===== src/rtl/bru_pkg.sv =====
// package for the byte rotate unit: op codes, widths, carriers
// assumes one instruction clock; op decode done upstream
`default_nettype none
package bru_pkg;
  localparam int unsigned BRU_DW      = 8;
  localparam int unsigned BRU_MSB     = 7;
  localparam int unsigned BRU_LSB     = 0;
  localparam int unsigned BRU_OPW     = 3;
  localparam int unsigned BRU_LAT_CYC = 1;   // result registered one edge after request
  localparam logic [7:0]  BRU_BYTE_RST = 8'h00;
  localparam logic        BRU_CARRY_RST = 1'h0;

  // op codes presented on the request port; code 3'h7 is spare and refused
  typedef enum logic [2:0] {
    BRU_OP_NONE                                     = 3'h0,
    BRU_OP_ROTATE_LEFT_TO_ACCUMULATOR               = 3'h1,
    BRU_OP_ROTATE_LEFT_THROUGH_CARRY                = 3'h2,
    BRU_OP_ROTATE_LEFT_THROUGH_CARRY_TO_ACCUMULATOR = 3'h3,
    BRU_OP_ROTATE_RIGHT_IN_PLACE                    = 3'h4,
    BRU_OP_ROTATE_RIGHT_TO_ACCUMULATOR              = 3'h5,
    BRU_OP_ROTATE_RIGHT_THROUGH_CARRY               = 3'h6
  } bru_op_e;

  typedef struct packed {
    logic       valid;
    bru_op_e    op;
    logic [7:0] mem;
    logic       carry;
  } bru_req_s;

  typedef struct packed {
    logic       mem_we;
    logic       acc_we;
    logic       carry_we;
    logic [7:0] data;
    logic       carry;
  } bru_res_s;

  typedef struct packed {
    logic       done;
    bru_res_s   res;
  } bru_state_s;
endpackage : bru_pkg
`default_nettype wire


===== src/rtl/bru_rotator.sv =====
// combinational rotator core: one bit either way, optional carry
// assumes caller picks the inserted bit (own wrap or old carry)
`default_nettype none
module bru_rotator
  import bru_pkg::*;
(
  input  wire logic [7:0] i_data,
  input  wire logic       i_dir_right,
  input  wire logic       i_fill,
  output logic      [7:0] o_data,
  output logic            o_out_bit
);
  // out bit is the one that falls off the end
  always_comb begin
    if (i_dir_right) begin
      o_data    = {i_fill, i_data[BRU_MSB:1]};
      o_out_bit = i_data[BRU_LSB];
    end else begin
      o_data    = {i_data[BRU_MSB-1:0], i_fill};
      o_out_bit = i_data[BRU_MSB];
    end
  end
endmodule : bru_rotator
`default_nettype wire


===== src/rtl/bru_top.sv =====
// byte rotate datapath: six rotate variants, registered result
// assumes memory byte and carry are stable in the request cycle
`default_nettype none
module bru_top
  import bru_pkg::*;
(
  input  wire logic       i_mclk,
  input  wire logic       i_nrst,
  input  wire bru_req_s   i_req,
  output logic            o_done,
  output var bru_res_s    o_res
);
  // no architectural state here: memory, accumulator and carry live in the core,
  // which applies the enables below; only the result register sits in this unit
  // fill and out bits stay outside the rotator so the carry variants reuse it unchanged
  bru_state_s st_q;
  bru_state_s st_d;
  logic       dir_right;
  logic       thru_carry;
  logic       fill_bit;
  logic [7:0] rot_data;
  logic       out_bit;

  // decode helpers, used by datapath select and write enables
  // kept as functions so the datapath and the checks below decode ops the same way
  function automatic logic op_is_right(input bru_op_e op);
    return (op == BRU_OP_ROTATE_RIGHT_IN_PLACE) ||
           (op == BRU_OP_ROTATE_RIGHT_TO_ACCUMULATOR) ||
           (op == BRU_OP_ROTATE_RIGHT_THROUGH_CARRY);
  endfunction : op_is_right

  function automatic logic op_is_carry(input bru_op_e op);
    return (op == BRU_OP_ROTATE_LEFT_THROUGH_CARRY) ||
           (op == BRU_OP_ROTATE_LEFT_THROUGH_CARRY_TO_ACCUMULATOR) ||
           (op == BRU_OP_ROTATE_RIGHT_THROUGH_CARRY);
  endfunction : op_is_carry

  function automatic logic op_to_acc(input bru_op_e op);
    return (op == BRU_OP_ROTATE_LEFT_TO_ACCUMULATOR) ||
           (op == BRU_OP_ROTATE_LEFT_THROUGH_CARRY_TO_ACCUMULATOR) ||
           (op == BRU_OP_ROTATE_RIGHT_TO_ACCUMULATOR);
  endfunction : op_to_acc

  // the spare code (plain in-place left rotate) is refused just like the no-op code
  function automatic logic op_legal(input bru_op_e op);
    return (op == BRU_OP_ROTATE_LEFT_TO_ACCUMULATOR) ||
           (op == BRU_OP_ROTATE_LEFT_THROUGH_CARRY) ||
           (op == BRU_OP_ROTATE_LEFT_THROUGH_CARRY_TO_ACCUMULATOR) ||
           (op == BRU_OP_ROTATE_RIGHT_IN_PLACE) ||
           (op == BRU_OP_ROTATE_RIGHT_TO_ACCUMULATOR) ||
           (op == BRU_OP_ROTATE_RIGHT_THROUGH_CARRY);
  endfunction : op_legal

  // fill bit: own wrap bit for plain rotates, old carry for carry variants
  // decoding runs even when valid is low; the enables below gate the result
  always_comb begin
    dir_right  = op_is_right(i_req.op);
    thru_carry = op_is_carry(i_req.op);
    if (thru_carry) begin
      fill_bit = i_req.carry;
    end else if (dir_right) begin
      fill_bit = i_req.mem[BRU_LSB];
    end else begin
      fill_bit = i_req.mem[BRU_MSB];
    end
  end

  bru_rotator u_rot (
    .i_data      (i_req.mem),
    .i_dir_right (dir_right),
    .i_fill      (fill_bit),
    .o_data      (rot_data),
    .o_out_bit   (out_bit)
  );

  // next state: one request gives one result the next cycle, no stall
  // carry is echoed on plain rotates so a core that always loads it still sees no change
  // refused codes leave every enable low; data is don't-care but still follows the rotator
  always_comb begin
    st_d              = '0;
    st_d.res.data     = rot_data;
    st_d.res.carry    = i_req.carry;                            // untouched unless carry op
    if (i_req.valid && op_legal(i_req.op)) begin
      st_d.done         = 1'b1;
      st_d.res.acc_we   = op_to_acc(i_req.op);
      st_d.res.mem_we   = !op_to_acc(i_req.op);
      st_d.res.carry_we = thru_carry;
      if (thru_carry) begin
        st_d.res.carry = out_bit;
      end
    end
  end

  // register everything; outputs come straight from flops
  // a single registered stage keeps every rotate inside one instruction cycle of the core
  always_ff @(posedge i_mclk or negedge i_nrst) begin
    if (!i_nrst) begin
      st_q <= '{done: 1'b0, res: '{mem_we: 1'b0, acc_we: 1'b0, carry_we: 1'b0,
                                   data: BRU_BYTE_RST, carry: BRU_CARRY_RST}};
    end else begin
      st_q <= st_d;
    end
  end

  // enables stand for one cycle only; the core must apply them at that edge
  assign o_done = st_q.done;
  assign o_res  = st_q.res;

  // checks: each one except chk_single_dest looks at the result one edge after the request was sampled
  // expected bytes are rebuilt from the sampled request, never from the rotator's own outputs
  // all are disabled while reset is low, so a mid-run reset leaves no false failure

  // left rotate to accumulator: bit 7 wraps to bit 0, memory and carry left alone
  chk_rl_acc_data: assert property (@(posedge i_mclk) disable iff (!i_nrst)
    (i_req.valid && i_req.op == BRU_OP_ROTATE_LEFT_TO_ACCUMULATOR) |=>
      (o_res.data == {$past(i_req.mem[6:0]), $past(i_req.mem[7])}) && o_res.acc_we && !o_res.mem_we
      && !o_res.carry_we)
    else $error("left rotate to acc wrong");

  // left through carry in place: old carry in at bit 0, bit 7 out to carry
  chk_left_carry_mem: assert property (@(posedge i_mclk) disable iff (!i_nrst)
    (i_req.valid && i_req.op == BRU_OP_ROTATE_LEFT_THROUGH_CARRY) |=>
      (o_res.data == {$past(i_req.mem[6:0]), $past(i_req.carry)}) && o_res.mem_we && !o_res.acc_we
      && o_res.carry_we && o_res.carry == $past(i_req.mem[7]))
    else $error("left through carry in place wrong");

  // left through carry to accumulator: same rotate, memory byte untouched
  chk_left_carry_acc: assert property (@(posedge i_mclk) disable iff (!i_nrst)
    (i_req.valid && i_req.op == BRU_OP_ROTATE_LEFT_THROUGH_CARRY_TO_ACCUMULATOR) |=>
      (o_res.data == {$past(i_req.mem[6:0]), $past(i_req.carry)}) && o_res.acc_we && !o_res.mem_we
      && o_res.carry_we && o_res.carry == $past(i_req.mem[7]))
    else $error("left through carry to acc wrong");

  // right rotate in place: bit 0 wraps to bit 7, carry left alone
  chk_right_mem: assert property (@(posedge i_mclk) disable iff (!i_nrst)
    (i_req.valid && i_req.op == BRU_OP_ROTATE_RIGHT_IN_PLACE) |=>
      (o_res.data == {$past(i_req.mem[0]), $past(i_req.mem[7:1])}) && o_res.mem_we && !o_res.acc_we
      && !o_res.carry_we)
    else $error("right rotate in place wrong");

  // right rotate to accumulator: memory byte and carry untouched
  chk_right_acc: assert property (@(posedge i_mclk) disable iff (!i_nrst)
    (i_req.valid && i_req.op == BRU_OP_ROTATE_RIGHT_TO_ACCUMULATOR) |=>
      (o_res.data == {$past(i_req.mem[0]), $past(i_req.mem[7:1])}) && o_res.acc_we && !o_res.mem_we
      && !o_res.carry_we)
    else $error("right rotate to acc wrong");

  // right through carry in place: old carry in at bit 7, bit 0 out to carry
  chk_right_carry_mem: assert property (@(posedge i_mclk) disable iff (!i_nrst)
    (i_req.valid && i_req.op == BRU_OP_ROTATE_RIGHT_THROUGH_CARRY) |=>
      (o_res.data == {$past(i_req.carry), $past(i_req.mem[7:1])}) && o_res.mem_we && !o_res.acc_we
      && o_res.carry_we && o_res.carry == $past(i_req.mem[0]))
    else $error("right through carry in place wrong");

  // a taken request shows done on the very next edge; one edge later done is high only if the next request was taken
  chk_one_cycle_done: assert property (@(posedge i_mclk) disable iff (!i_nrst)
    (i_req.valid && op_legal(i_req.op)) |=>
      o_done ##1 (o_done == $past(i_req.valid && op_legal(i_req.op))))
    else $error("rotate did not finish in one cycle");

  // the carry enable only ever follows a through-carry op
  chk_carry_only_flag: assert property (@(posedge i_mclk) disable iff (!i_nrst)
    o_res.carry_we |-> o_done && $past(op_is_carry(i_req.op)))
    else $error("carry written by non-carry op");

  // exactly one destination per result, and none without done
  chk_single_dest: assert property (@(posedge i_mclk) disable iff (!i_nrst)
    !(o_res.acc_we && o_res.mem_we) && ((o_res.acc_we || o_res.mem_we) == o_done))
    else $error("bad destination enables");

  // plain rotates must hand carry back exactly as it came in
  chk_flags_kept: assert property (@(posedge i_mclk) disable iff (!i_nrst)
    (i_req.valid && op_legal(i_req.op) && !op_is_carry(i_req.op)) |=>
      !o_res.carry_we && (o_res.carry == $past(i_req.carry)))
    else $error("plain rotate touched carry");

  // refused requests: no done and no write enable of any kind
  chk_refused_quiet: assert property (@(posedge i_mclk) disable iff (!i_nrst)
    !(i_req.valid && op_legal(i_req.op)) |=>
      !o_done && !o_res.mem_we && !o_res.acc_we && !o_res.carry_we)
    else $error("refused request gave a write");

  // accumulator variants never write the memory byte back
  chk_acc_keeps_mem: assert property (@(posedge i_mclk) disable iff (!i_nrst)
    (i_req.valid && op_legal(i_req.op) && op_to_acc(i_req.op)) |=> o_res.acc_we && !o_res.mem_we)
    else $error("accumulator rotate wrote memory");

  // in-place variants always write back and leave the accumulator alone
  chk_mem_writeback: assert property (@(posedge i_mclk) disable iff (!i_nrst)
    (i_req.valid && op_legal(i_req.op) && !op_to_acc(i_req.op)) |=> o_res.mem_we && !o_res.acc_we)
    else $error("in-place rotate missed write back");

  // left variants: the seven low bits move up one place whatever the fill
  chk_left_shift: assert property (@(posedge i_mclk) disable iff (!i_nrst)
    (i_req.valid && op_legal(i_req.op) && !op_is_right(i_req.op)) |=>
      (o_res.data[7:1] == $past(i_req.mem[6:0])))
    else $error("left shift body wrong");

  // right variants: the seven high bits move down one place whatever the fill
  chk_right_shift: assert property (@(posedge i_mclk) disable iff (!i_nrst)
    (i_req.valid && op_legal(i_req.op) && op_is_right(i_req.op)) |=>
      (o_res.data[6:0] == $past(i_req.mem[7:1])))
    else $error("right shift body wrong");

  // a result never appears without a request taken one edge before
  chk_done_has_req: assert property (@(posedge i_mclk) disable iff (!i_nrst)
    o_done |-> $past(i_req.valid && op_legal(i_req.op)))
    else $error("done without a request");

  // the carry out is the bit that falls off: bit 7 going left, bit 0 going right
  chk_carry_out_bit: assert property (@(posedge i_mclk) disable iff (!i_nrst)
    (i_req.valid && op_is_carry(i_req.op)) |=>
      o_res.carry_we && (o_res.carry == ($past(op_is_right(i_req.op)) ?
                                         $past(i_req.mem[0]) : $past(i_req.mem[7]))))
    else $error("carry out bit wrong");
endmodule : bru_top
`default_nettype wire


===== config.mk =====
export PLATFORM = sky130hd
export DESIGN_NAME = bru_top
export DESIGN_NICKNAME = d
export VERILOG_FILES = /design/src/rtl/bru_pkg.sv /design/src/rtl/bru_rotator.sv /design/src/rtl/bru_top.sv
export SDC_FILE = /design/constraint.sdc
export NUM_CORES = 1
export LEC_CHECK = 0
export ABC_AREA = 1
export BUFFER_PORTS_ARGS = -buffer_cell sky130_fd_sc_hd__buf_2
export CORE_MARGIN = 3
export CORE_UTILIZATION = 30
export CTS_BUF_LIST = sky130_fd_sc_hd__clkbuf_16
export CTS_CLUSTER_SIZE = 14
export DETAILED_ROUTE_END_ITERATION = 16
export GPL_ROUTABILITY_DRIVEN = 0
export PLACE_DENSITY = 0.58
export SLEW_MARGIN = 20
export SYNTH_ARGS = -nofsm -noshare
export SYNTH_HDL_FRONTEND = slang
export SYNTH_SLANG_ARGS = --single-unit

===== constraint.sdc =====
create_clock -name i_mclk -period 0.8 [get_ports i_mclk]
set_input_delay 0 -clock i_mclk [delete_from_list [all_inputs] [get_ports i_mclk]]
set_output_delay 0 -clock i_mclk [all_outputs]
set_load 0.1 [all_outputs]

==> results of run 1 <==
layout by cell type, fill, tap and decap left out, types with 3 or more instances in the layout:
| cell type | synthesis | routed |
|---|---|---|
| nand3_1 | 4 | 4 |
| dfrtp_2 | 0 | 13 |
| inv_1 | 4 | 5 |
| nand2_1 | 20 | 20 |
| buf_2 | 0 | 14 |
| buf_12 | 0 | 13 |
| dlygate4sd3_1 | 0 | 6 |
| o21ai_2 | 3 | 3 |
| clkbuf_16 | 0 | 3 |
logic make-up after synthesis:
group	after synthesis	synth area share, %
flip-flops	13	60.2
AND/OR/NAND/NOR	31	27.3
buffers and inverters	5	3.47
AO/OA/AOI/OAI	7	9.03
final timing paths:
check | startpoint | endpoint | slack [ns] | depth (start not counted)
min in group asynchronous | i_nrst | o_res[9] | 0.19 | 2
max in group asynchronous | i_nrst | o_done | 0.37 | 2
min | i_req[8] | o_res[7] | 0.02 | 3
max | o_res[3] | o_res[3] | -0.02 | 1
state kept, by name, summed over array words and instances (netlist names):
register / cells
o_done: 1
o_res: 12
per-layer routing:
layer	vias to the layer above	track usage [%]	routed length, um
li1	248	-	-
met1	223	13.5	500
met2	13	18.1	604
met3	4	1.84	56
met4	0	9.95	43
met5	-	0	0
cell type report:
cell class / count / area, um2 / area share [%]
inverters: 5 / 18.8 / 1.78
multi-input cells: 38 / 196 / 18.6
clock inverters: 1 / 3.75 / 0.355
flip-flops and latches: 13 / 342 / 32.3
repair buffers: 33 / 390 / 37.0
clock buffers: 3 / 75.1 / 7.11
well taps: 24 / 30.0 / 2.84
cell usage after synthesis:
cell / count / area share (%)
nor2_2: 1 / 1.2
nand3_1: 4 / 3.7
o21ai_1: 1 / 0.93
inv_2: 1 / 0.69
a21oi_1: 1 / 0.93
nand2_1: 20 / 14
nand2_2: 1 / 1.2
inv_1: 4 / 2.8
o21ai_0: 1 / 0.93
dfrtp_1: 13 / 60
nand2_4: 2 / 4.2
nand3_2: 1 / 1.9
o21ai_2: 3 / 4.9
nor2_1: 2 / 1.4
o21bai_1: 1 / 1.4
power by group:
part | internal (mW) | switching [mW]
registers | 0.723 | 0.0443
logic | 0.290 | 0.529
clock network | 0.657 | 0.256
per-stage QoR:
stage	setup TNS, ns	instance area (um2)	power (mW)	util (%)	hold WS, ns
3_3_place_gp	0	917	1.57	57.5	-0.0985
2_1_floorplan	0	557	1.24	-	-0.296
6_report	-0.140	1060	2.50	66.2	0.0180
3_5_place_dp	0	917	1.58	57.5	-0.0961
5_1_grt	-0.332	1060	2.58	66.2	0.0424
4_1_cts	-0.223	1060	2.53	66.2	0.0174
repair_timing:
action                                 in CTS  in global routing
gates resized for setup                     0                  0
setup endpoints to repair                  13                 13
endpoints found under the hold margin      20                  0
buffers inserted                            0                  0
hold buffers                                6                  0
==> flow_metrics.env, run 1 <==
export IMPL_max_stage_delay_ns=0.41
export IMPL_fmax_mhz=1220
export IMPL_die_y_um=48.4
export IMPL_worstSetupPathType="reg2out"
export IMPL_coreArea_um2=1590
export IMPL_place_inst=107
export IMPL_via_count=488
export IMPL_hold_viol=0
export IMPL_cellPowerDensity_nw_per_um2=2370
export IMPL_ir_drop_mv=1.29
export IMPL_clkSlewWorstSetupHoldPaths_ns=0.04
export IMPL_rsz0062_at_grt="yes"
export IMPL_final_setup_worst_slack_ns=-0.0220
export IMPL_syn_nets=71
export IMPL_crit_chain="buf_12"
export IMPL_pre_cts_slack_ns=0.107
export IMPL_die_area_um2=2350
export IMPL_grt_pass1_vias=444
export IMPL_min_period_ns=0.822
export IMPL_cts_buffers=3
export IMPL_hold_class="in2reg"
export IMPL_max_slew_worst_pin_slew_ns=0.286
export IMPL_setup_violations_final=13
export IMPL_dr_pass1_iters=2
export IMPL_gr_total_overflow=0
export IMPL_postSynthAreaPerCell_um2=9.65
export IMPL_fin_crit_sh_pct=103
export IMPL_maxCapViolCount=0
export IMPL_diodes=0
export IMPL_routed_wirelength_mm=1.21
export IMPL_grt_total_usage_pct=11.5
export IMPL_endpoint_kind="primary output"
export IMPL_drc=0
export IMPL_die_x_um=48.4
export IMPL_drtAntennaViolNets=0
export IMPL_fillerInstances=114
export IMPL_finalNetCount=109
export IMPL_viasPerCell=4.17
export IMPL_netlist_area_um2=541
export IMPL_cts_sinks=13
export IMPL_outcome="complete, but fails checks"
export IMPL_cts_tree="yes"
export IMPL_cp_max_fo=1
export IMPL_ctsHtreeMaxLevel=1
export IMPL_grt_max_degree=14
export IMPL_rows=14
export IMPL_drt_first_iter_violations=1
export IMPL_p_leak_nw=0.516
export IMPL_syn2layout_area_growth_pct=95.4
export IMPL_io_pins=28
export IMPL_initial_core_util_pct=33.9
export IMPL_cp_required_ns=0.80
export IMPL_dp_hpwl_um=891
export IMPL_violations="negative setup slack"
export IMPL_yosysUniqueCellTypes=15
export IMPL_io_buffers=27
export IMPL_instances_no_fill=117
export IMPL_cp_start_kind="register"
export IMPL_final_max_slew_viol_count=0
export IMPL_cts_buffer_depth=2
export IMPL_arrival_ns=0.82
export IMPL_crit_slowest_cell="dfrtp_2"
export IMPL_grt_pass1_wl_mm=2.03
export IMPL_drive_gt1_share_pct=55.9
export IMPL_antenna_found_initial=0
export IMPL_slew_headroom_pct=80.9
export IMPL_path_delay_family="flip-flops"
export IMPL_worstPathBufferInverterCount=1
export IMPL_ys_seq_area_share_pct=60.2
export IMPL_wl_per_cell_um=10.3
export IMPL_ys_warn_count=0
export IMPL_cts_root_buf="clkbuf_16"
export IMPL_synth_cells=56
export IMPL_synth_seq_cells=13
Power figures use the tool's default switching activity.
==> inputs of run 2 (changes only) <==
Settings changed: CORE_MARGIN 3 to 1.
==> run 2 against run 1 <==
The flow finishes with violations (negative hold slack, negative setup slack). Design area down 1.9%. Wire length up 2.2%. Fmax down 0.15%. Flip-flop and latch count unchanged. Die area fell by 16%. Largest cell class unchanged.
==> flow_metrics.env, run 2 (same netlist as run 1, synthesis figures left out) <==
export IMPL_outcome="complete, but fails checks"
export IMPL_violations="negative hold slack, negative setup slack"
export IMPL_die_y_um=44.4
export IMPL_finalNetCount=107
export IMPL_crit_start="o_res[11]"
export IMPL_drive_gt1_share_pct=57.1
export IMPL_final_common_cell="nand2_1"
export IMPL_cts_sinks=13
export IMPL_coreArea_um2=1590
export IMPL_power_total_mw=2.50
export IMPL_crit_chain="buf_12"
export IMPL_fin_area_um2=1040
export IMPL_routed_wirelength_mm=1.23
export IMPL_arrival_ns=0.82
export IMPL_cp_start_kind="register"
export IMPL_instances_no_fill=115
export IMPL_hold_class="in2reg"
export IMPL_setup_violations_final=13
export IMPL_viasPerCell=4.25
export IMPL_diodes=0
export IMPL_maxCapViolCount=0
export IMPL_cp_max_fo=1
export IMPL_place_area_um2=917
export IMPL_post_cts_setup_buffers=0
export IMPL_grt_pass1_wl_mm=1.95
export IMPL_drt_first_iter_violations=6
export IMPL_grt_max_degree=14
export IMPL_cp_required_ns=0.80
export IMPL_largest_register_ffs=12
export IMPL_fmax_mhz=1210
export IMPL_hold_viol=1
export IMPL_path_delay_family="flip-flops"
export IMPL_io_pins=28
export IMPL_final_max_slew_viol_count=0
export IMPL_max_stage_delay_ns=0.41
export IMPL_hold_start="i_req[3]"
export IMPL_fin_crit_sh_pct=103
export IMPL_worstSetupPathType="reg2out"
export IMPL_io_buffers=27
export IMPL_grt_total_usage_pct=14.2
export IMPL_place_inst=107
export IMPL_final_setup_worst_slack_ns=-0.0232
export IMPL_cts_root_buf="clkbuf_16"
export IMPL_cts_buffers=3
export IMPL_worstPathBufferInverterCount=1
export IMPL_cts_buffer_depth=2
export IMPL_whs_ns=-0.0000773
export IMPL_endpoint_kind="primary output"
export IMPL_drc=0
export IMPL_p_leak_nw=0.507
export IMPL_min_period_ns=0.823
export IMPL_seq_area_um2=342
export IMPL_pre_cts_slack_ns=0.0986
export IMPL_die_x_um=44.4
export IMPL_die_area_um2=1980
export IMPL_rows=14
export IMPL_fillerInstances=124
export IMPL_slew_headroom_pct=80.7
export IMPL_ctsHtreeMaxLevel=1
export IMPL_via_count=489
export IMPL_rsz0062_at_grt="yes"
export IMPL_holdPathStages=3
export IMPL_dr_pass1_iters=4
export IMPL_path_depth=1
export IMPL_cts_tree="yes"
export IMPL_ir_drop_mv=1.03
export IMPL_clkSlewWorstSetupHoldPaths_ns=0.04
export IMPL_antenna_found_initial=0
export IMPL_grt_pass1_vias=472
export IMPL_drtAntennaViolNets=0
export IMPL_dp_hpwl_um=910
export IMPL_most_common_layout_cells="nand2_1 (20), buf_2 (14), dfrtp_2 (13), buf_12 (13), inv_1 (5)"
export IMPL_cellPowerDensity_nw_per_um2=2420
export IMPL_crit_slowest_cell="dfrtp_2"
export IMPL_syn2layout_area_growth_pct=91.7
export IMPL_gr_total_overflow=0
export IMPL_max_slew_worst_pin_slew_ns=0.289
export IMPL_wl_per_cell_um=10.7
export IMPL_multi_input_area_um2=196
export IMPL_initial_core_util_pct=33.9
## run 2: cell types whose count changed in the layout (fill, tap and decap cells not counted), sizes merged
| cell | before | now |
|---|---|---|
| dlygate4sd3 | 6 | 4 |
## run 2: power by group
part	leakage [nW]	internal, mW	switching (mW)
Clock	0.0423	0.658	0.264
Combinational	0.321	0.284	0.531
Sequential	0.144	0.723	0.0448
Total	0.507	1.66	0.840
## run 2: worst paths after layout
path                             end
min                         o_res[2]
max in group asynchronous   o_res[3]
max                        o_res[11]
min in group asynchronous   o_res[9]
## run 2: final cells by class
| class | instances | share of cell area [%] |
|---|---|---|
| clock buffers | 3 | 7.25 |
| clock inverters | 1 | 0.362 |
| inverters | 5 | 1.81 |
| multi-input cells | 38 | 19.0 |
| flip-flops and latches | 13 | 33.0 |
| well taps | 24 | 2.90 |
| repair buffers | 31 | 35.7 |
## run 2: timing repair
action	CTS	global route
gates cloned	0	0
endpoints found under the hold margin	16	0
endpoints found under the setup margin	13	13
gates resized for setup	0	0
hold buffers	4	0
## run 2: per-stage QoR
| step | utilization (%) | hold slack [ns] | setup TNS (ns) |
|---|---|---|---|
| floorplan | - | -0.296 | 0 |
| global placement | 57.5 | -0.102 | 0 |
| detailed placement | 57.5 | -0.0989 | 0 |
| CTS | 65.0 | 0.00490 | -0.217 |
| global route | 65.0 | 0.00369 | -0.363 |
| finish | 65.0 | -0.0000773 | -0.179 |
## run 2: metal layers
metal / track usage (%) / share of wire (%) / routed length [um] / up-vias
met4: 10.9 / 2.4 / 30 / 0
met3: 2.45 / 2.8 / 34 / 4
li1: - / - / - / 247
met2: 24.4 / 55 / 671 / 17
met1: 15.3 / 40 / 495 / 221
met5: 0 / 0 / 0 / -
